`src/rtl/fls_cfg.svh`:
```
`ifndef FLS_CFG_SVH
`define FLS_CFG_SVH

// clock period of clk_sys in ns (125 MHz)
`define FLS_CLK_NS       8
// one character at 600 characters per minute (100 words per minute)
`define FLS_CHAR_NS      100000000
// character length and stop length in hundredths of a unit
`define FLS_CHAR_X100    742
`define FLS_STOP_X100    142
`define FLS_DATA_BITS    5
`define FLS_CNT_W        22
`define FLS_FIFO_DEPTH   8
`define FLS_MARK         1'b1
`define FLS_SPACE        1'b0
// element index of the stop element (start is 0, data 1..5)
`define FLS_STOP_ELEM    3'h6
// vote points sit unit/16 either side of the element centre
`define FLS_WIN_SHIFT    4
// nominal unit interval in clk_sys cycles, rounded down
`define FLS_UNIT_CYCLES  (((`FLS_CHAR_NS) / (`FLS_CLK_NS)) * 100 / `FLS_CHAR_X100)

`endif

```
`src/rtl/fls_pkg.sv`:
```
`include "fls_cfg.svh"

package fls_pkg;
	typedef enum logic [0:0] {
		RX_IDLE,
		RX_RUN
	} fls_rx_st_t;

	typedef enum logic [1:0] {
		TX_IDLE,
		TX_START,
		TX_DATA,
		TX_STOP
	} fls_tx_st_t;

	typedef logic [`FLS_CNT_W-1:0]     fls_cnt_t;
	typedef logic [`FLS_DATA_BITS-1:0] fls_char_t;
endpackage

```
`src/rtl/fls_fifo.sv`:
```
`timescale 1ns/10ps
`default_nettype none

module fls_fifo #(
	parameter int W     = 5,
	parameter int DEPTH = 8
) (
	input  wire logic         clk_sys,   // system clock
	input  wire logic         rst_n,     // async reset, active low
	input  wire logic [W-1:0] in_data,   // word to store
	input  wire logic         in_valid,  // in_data offered
	output logic              in_ready,  // room for a word
	output logic [W-1:0]      out_data,  // oldest word
	output logic              out_valid, // out_data holds a word
	input  wire logic         out_ready  // consumer takes out_data
);
	localparam int AW = $clog2(DEPTH);

	typedef struct packed {
		logic [DEPTH-1:0][W-1:0] mem;
		logic [AW-1:0]           wp;
		logic [AW-1:0]           rp;
		logic [AW:0]             cnt;
		logic                    in_rdy;
		logic                    out_vld;
		logic [W-1:0]            out_dat;
	} fls_fifo_st_t;

	localparam fls_fifo_st_t ST_RST = '{
		mem: '0, wp: '0, rp: '0, cnt: '0,
		in_rdy: 1'b1, out_vld: 1'b0, out_dat: '0
	};

	fls_fifo_st_t st_reg;
	fls_fifo_st_t st_next;

	always_comb begin
		logic push;
		logic take;
		logic load;
		push = in_valid && st_reg.in_rdy;
		take = st_reg.out_vld && out_ready;
		load = (st_reg.cnt != '0) && (!st_reg.out_vld || take);
		st_next = st_reg;
		if (take) begin
			st_next.out_vld = 1'b0;
		end
		// output word comes from a register, refilled as it drains
		if (load) begin
			st_next.out_dat = st_reg.mem[st_reg.rp];
			st_next.out_vld = 1'b1;
			st_next.rp      = st_reg.rp + 1'b1;
		end
		if (push) begin
			st_next.mem[st_reg.wp] = in_data;
			st_next.wp             = st_reg.wp + 1'b1;
		end
		st_next.cnt = st_reg.cnt + (AW+1)'(push) - (AW+1)'(load);
		// registered ready so the top sees it straight from a flop
		st_next.in_rdy = (st_next.cnt != (AW+1)'(DEPTH));
	end

	always_ff @(posedge clk_sys or negedge rst_n) begin
		if (!rst_n) begin
			st_reg <= ST_RST;
		end else begin
			st_reg <= st_next;
		end
	end

	assign in_ready  = st_reg.in_rdy;
	assign out_data  = st_reg.out_dat;
	assign out_valid = st_reg.out_vld;
endmodule

`default_nettype wire

```
`src/rtl/fls_link.sv`:
```
// Behaviour
// - every frame opens with one space start
// - five intelligence elements follow the start
// - mark stop lasts 1.42 units
// - transmitter always adds start and stop
// - receiver starts on mark-to-space edge
// - timing restarts at every start edge
// - samples timed from the start edge
// - receiver idles before incoming stop ends
// - decide within short window per element
// - mark is one, space is zero
// - distortion measured against start transition
// - unit interval matches 100 wpm line
`timescale 1ns/10ps
`default_nettype none
`include "fls_cfg.svh"

module fls_link #(
	parameter int UNIT_CYCLES = `FLS_UNIT_CYCLES
) (
	input  wire logic                      clk_sys,      // system clock
	input  wire logic                      rst_n,        // async reset
	input  wire logic [`FLS_CNT_W-1:0]     unit_div,     // unit, 0 = default
	input  wire logic                      rx_line,      // line in, 1 = mark
	output logic [`FLS_DATA_BITS-1:0]      rx_data,      // received char
	output logic                           rx_valid,     // char pulse
	output logic                           rx_frame_err, // stop was space
	output logic [`FLS_CNT_W-1:0]          rx_dist,      // worst shift
	input  wire logic [`FLS_DATA_BITS-1:0] tx_data,      // char to send
	input  wire logic                      tx_valid,     // tx_data offered
	output logic                           tx_ready,     // queue has room
	output logic                           tx_line,      // line out
	output logic                           tx_busy       // frame on line
);
	typedef struct packed {
		logic                 rx_s0;
		logic                 rx_s1;
		logic                 rx_prev;
		fls_pkg::fls_rx_st_t  rx_st;
		fls_pkg::fls_cnt_t    rx_ph;
		logic [2:0]           rx_elem;
		logic [1:0]           rx_votes;
		fls_pkg::fls_char_t   rx_shift;
		fls_pkg::fls_cnt_t    dist_cur;
		fls_pkg::fls_char_t   rx_dat;
		logic                 rx_vld;
		logic                 rx_err;
		fls_pkg::fls_cnt_t    rx_dst;
		fls_pkg::fls_cnt_t    unit;
		fls_pkg::fls_cnt_t    stop_len;
		fls_pkg::fls_tx_st_t  tx_st;
		fls_pkg::fls_cnt_t    tx_ph;
		logic [2:0]           tx_bit;
		fls_pkg::fls_char_t   tx_shift;
		logic                 tx_out;
		logic                 tx_bsy;
	} fls_link_st_t;

	localparam fls_link_st_t ST_RST = '{
		rx_s0: `FLS_MARK, rx_s1: `FLS_MARK, rx_prev: `FLS_MARK,
		rx_st: fls_pkg::RX_IDLE, rx_ph: '0, rx_elem: '0,
		rx_votes: '0, rx_shift: '0, dist_cur: '0, rx_dat: '0,
		rx_vld: 1'b0, rx_err: 1'b0, rx_dst: '0,
		unit: fls_pkg::fls_cnt_t'(UNIT_CYCLES),
		stop_len: fls_pkg::fls_cnt_t'(UNIT_CYCLES),
		tx_st: fls_pkg::TX_IDLE, tx_ph: '0, tx_bit: '0,
		tx_shift: '0, tx_out: `FLS_MARK, tx_bsy: 1'b0
	};

	fls_link_st_t                st_reg;
	fls_link_st_t                st_next;
	logic [`FLS_DATA_BITS-1:0]   q_data;
	logic                        q_valid;
	logic                        q_take;

	fls_fifo #(
		.W     (`FLS_DATA_BITS),
		.DEPTH (`FLS_FIFO_DEPTH)
	) u_txq (
		.clk_sys   (clk_sys),
		.rst_n     (rst_n),
		.in_data   (tx_data),
		.in_valid  (tx_valid),
		.in_ready  (tx_ready),
		.out_data  (q_data),
		.out_valid (q_valid),
		.out_ready (q_take)
	);

	// distance of a phase to the nearest element boundary
	function automatic fls_pkg::fls_cnt_t edge_disp(
		input fls_pkg::fls_cnt_t ph,
		input fls_pkg::fls_cnt_t unit
	);
		fls_pkg::fls_cnt_t half;
		half = unit >> 1;
		if (ph < half) begin
			edge_disp = ph;
		end else begin
			edge_disp = unit - ph;
		end
	endfunction

	assign q_take = (st_reg.tx_st == fls_pkg::TX_IDLE) && q_valid;

	always_comb begin
		logic [`FLS_CNT_W+7:0] stop_wide;
		fls_pkg::fls_cnt_t     half;
		fls_pkg::fls_cnt_t     win;
		fls_pkg::fls_cnt_t     disp;
		logic                  bit_val;
		logic                  fall;
		st_next = st_reg;
		stop_wide = '0;
		half = st_reg.unit >> 1;
		win = st_reg.unit >> `FLS_WIN_SHIFT;
		disp = '0;
		bit_val = 1'b0;

		if (unit_div == '0) begin
			st_next.unit = fls_pkg::fls_cnt_t'(UNIT_CYCLES);
		end else begin
			st_next.unit = unit_div;
		end
		stop_wide = (`FLS_CNT_W+8)'(
			({8'h00, st_reg.unit} * `FLS_STOP_X100) / 100);
		st_next.stop_len = stop_wide[`FLS_CNT_W-1:0];

		// two flops before the line is looked at
		st_next.rx_s0 = rx_line;
		st_next.rx_s1 = st_reg.rx_s0;
		st_next.rx_prev = st_reg.rx_s1;
		fall = st_reg.rx_prev && !st_reg.rx_s1;
		st_next.rx_vld = 1'b0;

		unique case (st_reg.rx_st)
			fls_pkg::RX_IDLE: begin
				if (fall) begin
					st_next.rx_st = fls_pkg::RX_RUN;
					// the edge cycle is phase 0, so this one is 1
					st_next.rx_ph = fls_pkg::fls_cnt_t'(1);
					st_next.rx_elem = '0;
					st_next.rx_votes = '0;
					st_next.dist_cur = '0;
				end
			end
			fls_pkg::RX_RUN: begin
				if (st_reg.rx_ph == st_reg.unit - 1'b1) begin
					st_next.rx_ph = '0;
				end else begin
					st_next.rx_ph = st_reg.rx_ph + 1'b1;
				end
				// worst edge shift vs start edge
				if (st_reg.rx_s1 != st_reg.rx_prev) begin
					disp = edge_disp(st_reg.rx_ph, st_reg.unit);
					if (disp > st_reg.dist_cur) begin
						st_next.dist_cur = disp;
					end
				end
				if (st_reg.rx_ph == half - win ||
				    st_reg.rx_ph == half) begin
					st_next.rx_votes = st_reg.rx_votes +
						{1'b0, st_reg.rx_s1};
				end
				if (st_reg.rx_ph == half + win) begin
					bit_val = (st_reg.rx_votes +
						{1'b0, st_reg.rx_s1}) >= 2'h2;
					st_next.rx_votes = '0;
					st_next.rx_elem = st_reg.rx_elem + 1'b1;
					if (st_reg.rx_elem == 3'h0) begin
						if (bit_val == `FLS_MARK) begin
							st_next.rx_st = fls_pkg::RX_IDLE;
						end
					end else if (st_reg.rx_elem ==
					             `FLS_STOP_ELEM) begin
						st_next.rx_st = fls_pkg::RX_IDLE;
						st_next.rx_dat = st_reg.rx_shift;
						st_next.rx_vld = 1'b1;
						st_next.rx_err = (bit_val != `FLS_MARK);
						st_next.rx_dst = st_next.dist_cur;
					end else begin
						// mark gives one, first bit low
						st_next.rx_shift = {bit_val,
							st_reg.rx_shift[`FLS_DATA_BITS-1:1]};
					end
				end
			end
		endcase

		unique case (st_reg.tx_st)
			fls_pkg::TX_IDLE: begin
				st_next.tx_out = `FLS_MARK;
				st_next.tx_bsy = 1'b0;
				if (q_valid) begin
					st_next.tx_shift = q_data;
					st_next.tx_st = fls_pkg::TX_START;
					st_next.tx_ph = '0;
					st_next.tx_out = `FLS_SPACE;
					st_next.tx_bsy = 1'b1;
				end
			end
			fls_pkg::TX_START: begin
				st_next.tx_ph = st_reg.tx_ph + 1'b1;
				if (st_reg.tx_ph == st_reg.unit - 1'b1) begin
					st_next.tx_ph = '0;
					st_next.tx_bit = '0;
					st_next.tx_st = fls_pkg::TX_DATA;
					st_next.tx_out = st_reg.tx_shift[0];
				end
			end
			fls_pkg::TX_DATA: begin
				st_next.tx_ph = st_reg.tx_ph + 1'b1;
				if (st_reg.tx_ph == st_reg.unit - 1'b1) begin
					st_next.tx_ph = '0;
					st_next.tx_bit = st_reg.tx_bit + 1'b1;
					st_next.tx_shift = st_reg.tx_shift >> 1;
					if (st_reg.tx_bit == 3'h4) begin
						st_next.tx_st = fls_pkg::TX_STOP;
						st_next.tx_out = `FLS_MARK;
					end else begin
						st_next.tx_out = st_reg.tx_shift[1];
					end
				end
			end
			fls_pkg::TX_STOP: begin
				st_next.tx_ph = st_reg.tx_ph + 1'b1;
				if (st_reg.tx_ph == st_reg.stop_len - 1'b1) begin
					st_next.tx_ph = '0;
					st_next.tx_st = fls_pkg::TX_IDLE;
					st_next.tx_bsy = 1'b0;
				end
			end
		endcase
	end

	always_ff @(posedge clk_sys or negedge rst_n) begin
		if (!rst_n) begin
			st_reg <= ST_RST;
		end else begin
			st_reg <= st_next;
		end
	end

	assign rx_data      = st_reg.rx_dat;
	assign rx_valid     = st_reg.rx_vld;
	assign rx_frame_err = st_reg.rx_err;
	assign rx_dist      = st_reg.rx_dst;
	assign tx_line      = st_reg.tx_out;
	assign tx_busy      = st_reg.tx_bsy;
endmodule

`default_nettype wire

```
`config.mk`:
```
export PLATFORM = sky130hd
export DESIGN_NAME = fls_link
export DESIGN_NICKNAME = d
export VERILOG_FILES = /design/src/rtl/fls_pkg.sv /design/src/rtl/fls_fifo.sv /design/src/rtl/fls_link.sv
export VERILOG_INCLUDE_DIRS = /design/src /design/src/rtl
export SDC_FILE = /design/constraint.sdc
export NUM_CORES = 1
export LEC_CHECK = 0
export ABC_AREA = 1
export BUFFER_PORTS_ARGS = -buffer_cell sky130_fd_sc_hd__clkbuf_2
export CORE_MARGIN = 2
export CORE_UTILIZATION = 59
export CTS_CLUSTER_SIZE = 8
export DETAILED_ROUTE_END_ITERATION = 8
export PLACE_DENSITY = 0.88
export SLEW_MARGIN = 5
export SYNTH_ARGS = -nofsm -noshare
export SYNTH_HDL_FRONTEND = slang
export SYNTH_HIERARCHICAL = 1
export SYNTH_SLANG_ARGS = --single-unit
```
`constraint.sdc`:
```
create_clock -name clk_sys -period 13.9 [get_ports clk_sys]
set_clock_uncertainty 0.15 [all_clocks]
set_input_delay 3.475 -clock clk_sys [delete_from_list [all_inputs] [get_ports clk_sys]]
set_output_delay 3.475 -clock clk_sys [all_outputs]
set_load 0.03 [all_outputs]
```
==> results.json, run 1 <==
{
  "status": "finished with violations",
  "violations": "negative setup slack",
  "start_kind": "flop",
  "hold_viol": 0,
  "clock_path_buffers": 3,
  "synth-edff-count": 0,
  "critPathSlowestCell": "fa_1",
  "grt_remaining_overflow": 0,
  "worst_r2r_path_depth": 113,
  "antenna_found_initial": 0,
  "r2r_end": "st_reg[34]",
  "syn_area_per_cell_um2": 7.28,
  "wirelength_mm": 72.0,
  "required_ns": 14.20,
  "r2r_slack_ns": -1.17,
  "cpPeakStageDelay_ns": 0.57,
  "grt_max_degree": 110,
  "root_buffer": "clkbuf_16",
  "synth_area_um2": 23300,
  "crit_path_end_kind": "flop",
  "finalCritPeriodShare_pct": 108,
  "hold_path.class": "reg -> reg",
  "holdPathEnd": "st_next[162]",
  "num_rows": 72,
  "ys.flop_type": "dfrtp_1",
  "vias": 23200,
  "crit_path_frequent_cell": "nand2_4",
  "r2r-start": "st_reg[64]",
  "first_global_vias": 21100,
  "final_net_count": 3631,
  "path_class": "reg -> reg",
  "antenna_cells": 0,
  "wl_per_cell_um": 18.6,
  "cp_top_family": "simple AND/OR/NAND/NOR gates",
  "die_area_um2": 41100,
  "maxCapViolations": 0,
  "cts_sinks": 222,
  "postLayoutSetupSlackWorst_ns": -1.17,
  "clkSlewWorstSetupHoldPaths_ns": 0.05,
  "core_area_um2": 38800,
  "hold-path-cell-count": 0,
  "io_buffers": 62,
  "ys_warn_count": 6,
  "dp_slack_ns": -0.590,
  "drive_gt1_share_pct": 24.9,
  "slew_headroom_pct": 21.3,
  "areaGrowthSynthToFinish_pct": 19.6,
  "utilization_pct": 71.7,
  "grtUsageTotal_pct": 30.1,
  "synthesis.nets": 3487,
  "ctsHoldBuffers": 0,
  "grt_pass1_wl_mm": 102,
  "yosysSeqAreaShare_pct": 24.0,
  "die_h_um": 203,
  "routabilityCongestion": 1.01,
  "start_util_pct": 59.9,
  "fmax_mhz": 66.4,
  "post-route-cell-area_um2": 27800,
  "rsz0062_at_grt": "true",
  "via_per_inst": 5.98,
  "min-delay-start": "st_next[163]",
  "synth_cell_type_count": 73,
  "tns_ns": -3.02,
  "die_w_um": 203,
  "drtIter0Drc": 2278,
  "dr.pass1.iters": 6,
  "ioPinCount": 63,
  "ys_seq_elements": 222,
  "hpwl_mm": 43.7,
  "placed_cell_area_um2": 24100,
  "clock_latency_ns": 0.54,
  "syn_inst": 3195,
  "cp.arrival_ns": 15.37,
  "drc_errors": 0,
  "cts_tree": "done",
  "crit_buf_inv": 11,
  "finalSetupViolations": 4,
  "finalMaxSlewViolations": 0,
  "ys_async_sr_fraction_pct": 100,
  "postRouteAntennaNets": 0,
  "worst_pin_slew_ns": 1.17,
  "h-tree-depth": 2,
  "largest_reg_flops": 132,
  "layout_min_cycle_time_ns": 15.07,
  "cts_made_buffers": 34,
  "critPathMaxFanout": 7
}
[worst max path at each step]
stage | endpoint | startpoint | depth (start not counted)
2_1_floorplan | st_reg[34] | st_reg[75] | 123
3_3_place_gp | st_reg[34] | st_reg[63] | 114
3_5_place_dp | st_reg[34] | st_reg[62] | 116
4_1_cts | st_reg[34] | st_reg[71] | 122
5_1_grt | st_reg[34] | st_reg[64] | 122
6_report | st_reg[34] | st_reg[64] | 113
[cells in the mapped netlist, types with 53 or more instances]
library cell / n / area, um^2
nand2_1: 682 / 2560
inv_1: 446 / 1670
ha_1: 221 / 2770
nand3_1: 217 / 1090
dfrtp_1: 195 / 4880
xor2_1: 175 / 1530
nor2_1: 155 / 582
o21ai_0: 149 / 746
nand2_2: 135 / 845
a21oi_1: 127 / 636
nand4_1: 57 / 357
clkbuf_1: 53 / 199
[cell families after synthesis]
| logic type | count (synthesis) | share of synthesized area, % |
|---|---|---|
| and+or+nand+nor | 1449 | 31.1 |
| buffers and inverters | 597 | 10.4 |
| adders and majority gates | 261 | 15.3 |
| DFF | 222 | 24.0 |
| AOI/OAI and AO/OA | 441 | 10.7 |
| xor gates and xnor gates | 225 | 8.47 |
[per-layer routing]
metal / routed length (um) / vias to the layer above / GRT usage (%)
li1: - / 10600 / -
met1: 27100 / 10800 / 38.1
met2: 33600 / 1357 / 51.4
met3: 6300 / 436 / 4.27
met4: 4960 / 0 / 12.7
met5: 0 / - / 0
[area by class of cell]
cell class              count  area, um^2
fillers                  2656       11000
repair buffers            203        1420
well taps                 518         648
flip-flops and latches    222        5590
clock inverters             4        92.6
inverters                 502        1950
clock buffers              56         955
multi-input cells        2376       17200
[repair_timing]
action,CTS,global route
buffers inserted,34,68
cloned,0,0
pin swaps,79,165
setup endpoints to repair,3,5
gates resized for setup,124,276
[layout by cell type (no fill, tap or decap), types with 21 or more instances in the layout]
| cell | n |
|---|---|
| clkbuf_1 | 21 |
| nand2_1 | 600 |
| nor2_4 | 36 |
| nand3_4 | 23 |
| nand2_4 | 109 |
| clkbuf_2 | 61 |
| buf_4 | 135 |
| nand3_1 | 175 |
| inv_2 | 52 |
| fa_1 | 38 |
| xor2_1 | 173 |
| inv_1 | 419 |
| a21oi_1 | 116 |
| o21ai_1 | 49 |
| clkbuf_16 | 35 |
| nor2_1 | 134 |
| nand4_1 | 57 |
| ha_4 | 40 |
| dfstp_2 | 27 |
| ha_1 | 179 |
| nand3_2 | 47 |
| nor3_1 | 28 |
| xnor2_1 | 48 |
| o21ai_0 | 144 |
| nand2_2 | 146 |
| dfrtp_1 | 194 |
| o22ai_1 | 39 |
[per-stage QoR]
stage | hold WS (ns) | instances
global placement | 0.203 | 3721
global route | 0.213 | 3881
finish | 0.213 | 3881
detailed placement | 0.203 | 3721
floorplan | 0.195 | 3195
CTS | 0.211 | 3814
Power of run 1 is left out: the tool's default activity adds up to more than one toggle a clock period on the data nets, which glitch-free logic cannot reach.
==> run 2, diff against run 1 <==
--- a/config.mk
+++ b/config.mk
@@ -13,6 +13,7 @@
 export CTS_CLUSTER_SIZE = 8
 export DETAILED_ROUTE_END_ITERATION = 8
 export PLACE_DENSITY = 0.88
+export REMOVE_ABC_BUFFERS = 1
 export SLEW_MARGIN = 5
 export SYNTH_ARGS = -nofsm -noshare
 export SYNTH_HDL_FRONTEND = slang
==> run 2 against run 1 <==
  * Sequential cell count did not move
  * Largest cell class unchanged
  * Critical endpoint unchanged
  * Critical path type unchanged
  * The run still ends with negative setup slack left
  * First-iteration DRC count rose by 5.9%
  * Die area did not move
==> results.json, run 2 (synthesis gave the netlist of run 1 again) <==
{
  "critPathSlowestCell": "fa_1",
  "grt_pass1_wl_mm": 106,
  "fmax_mhz": 65.5,
  "grt_max_degree": 102,
  "worst_pin_slew_ns": 1.43,
  "r2r_slack_ns": -1.37,
  "hpwl_mm": 43.2,
  "ctsHoldBuffers": 0,
  "start_util_pct": 59.9,
  "place_inst": 3713,
  "fillers": 2632,
  "io_buffers": 62,
  "num_rows": 72,
  "wl_per_cell_um": 18.9,
  "required_ns": 14.21,
  "postRouteAntennaNets": 0,
  "grt_remaining_overflow": 0,
  "path_class": "reg -> reg",
  "wirelength_mm": 73.4,
  "cpPeakStageDelay_ns": 0.61,
  "drc_errors": 0,
  "cp_top_family": "simple AND/OR/NAND/NOR gates",
  "vias": 23700,
  "routabilityCongestion": 0.972,
  "root_buffer": "clkbuf_16",
  "fin_cells": 3872,
  "violations": "negative setup slack",
  "clock_path_buffers": 3,
  "dr.pass1.iters": 8,
  "maxCapViolations": 0,
  "finalMaxSlewViolations": 0,
  "cts_sinks": 222,
  "antenna_cells": 0,
  "crit_path_frequent_cell": "nand2_4",
  "first_global_vias": 21800,
  "die_h_um": 203,
  "hold_viol": 0,
  "layout_min_cycle_time_ns": 15.27,
  "drive_gt1_share_pct": 23.9,
  "postLayoutSetupSlackWorst_ns": -1.37,
  "finalSetupViolations": 4,
  "drtIter0Drc": 2413,
  "ioPinCount": 63,
  "antenna_found_initial": 0,
  "hold_path.class": "reg -> reg",
  "status": "finished with violations",
  "clkSlewWorstSetupHoldPaths_ns": 0.05,
  "areaGrowthSynthToFinish_pct": 18.7,
  "finalCritPeriodShare_pct": 110,
  "largest_reg_flops": 132,
  "die_area_um2": 41100,
  "cts_tree": "done",
  "critPathMaxFanout": 7,
  "slew_headroom_pct": 4.12,
  "core_area_um2": 38800,
  "crit_buf_inv": 14,
  "cts_made_buffers": 34,
  "rsz0062_at_grt": "true",
  "cp.arrival_ns": 15.58,
  "via_per_inst": 6.11,
  "start_kind": "flop",
  "layout_commonest_cell": "nand2_1",
  "h-tree-depth": 2,
  "final_net_count": 3625,
  "die_w_um": 203,
  "clock_latency_ns": 0.56,
  "crit_path_end_kind": "flop",
  "grtUsageTotal_pct": 30.9,
  "layout_common_cells": "609 x nand2_1, 427 x inv_1, 194 x dfrtp_1, 190 x ha_1, 183 x nand3_1"
}
## run 2: worst paths after layout
kind,from,to,cells past startpoint
max,st_reg[64],st_reg[34],115
min,st_next[163],st_next[162],0
max reg2reg,st_reg[64],st_reg[34],115
min reg2reg,st_next[163],st_next[162],0
max in group asynchronous,rst_n,rx_dist[16],3
min in group asynchronous,rst_n,u_txq/st_reg[13],1
## run 2: layout make-up
class / count / area [um^2] / share of cell area (%)
timing repair buffer: 197 / 1370 / 4.94
sequential: 222 / 5590 / 20.2
tap: 518 / 648 / 2.35
clock buffer: 53 / 932 / 3.37
inverter: 502 / 1960 / 7.09
clock inverter: 4 / 71.3 / 0.258
multi-input combinational: 2376 / 17100 / 61.8
## run 2: timing repair
| action | CTS | global route |
|---|---|---|
| endpoints found under the setup margin | 3 | 5 |
| gates resized for setup | 176 | 199 |
| pin swaps | 123 | 131 |
| gates cloned | 0 | 0 |
| buffers inserted | 65 | 37 |
| hold endpoints to repair | 0 | 0 |
## run 2: through the flow
stage / util (%) / setup TNS, ns / setup WS, ns / hold slack, ns / cell area, um^2
final: 71.2 / -3.68 / -1.37 / 0.208 / 27600
after global routing: 71.2 / -6.43 / -2.02 / 0.211 / 27600
after CTS: 68.1 / 0 / 0.00477 / 0.210 / 26400
after detailed placement: 61.8 / -0.920 / -0.549 / 0.200 / 24000
after global placement: 61.8 / 0 / 0.0776 / 0.196 / 24000
after floorplan: - / 0 / 0.959 / 0.195 / 22800
## run 2: routing by layer
layer | vias up | GRT usage, % | wire, um
met2 | 1609 | 52.3 | 33700
met5 | - | 0 | 0
met1 | 10900 | 37.8 | 26600
met3 | 532 | 4.62 | 7350
li1 | 10600 | - | -
met4 | 0 | 17.5 | 5720
## run 2: worst register-to-register path, delay by kind of cell, from the launching register on
| family | cells | cell delay, ns |
|---|---|---|
| simple gates | 90 | 9.68 |
| fa+ha+maj | 5 | 1.87 |
| buf+inv | 14 | 1.72 |
| compound gates | 5 | 0.95 |
| flops | 1 | 0.47 |
| xor+xnor | 1 | 0.35 |
Power of run 2 is left out for the same reason.
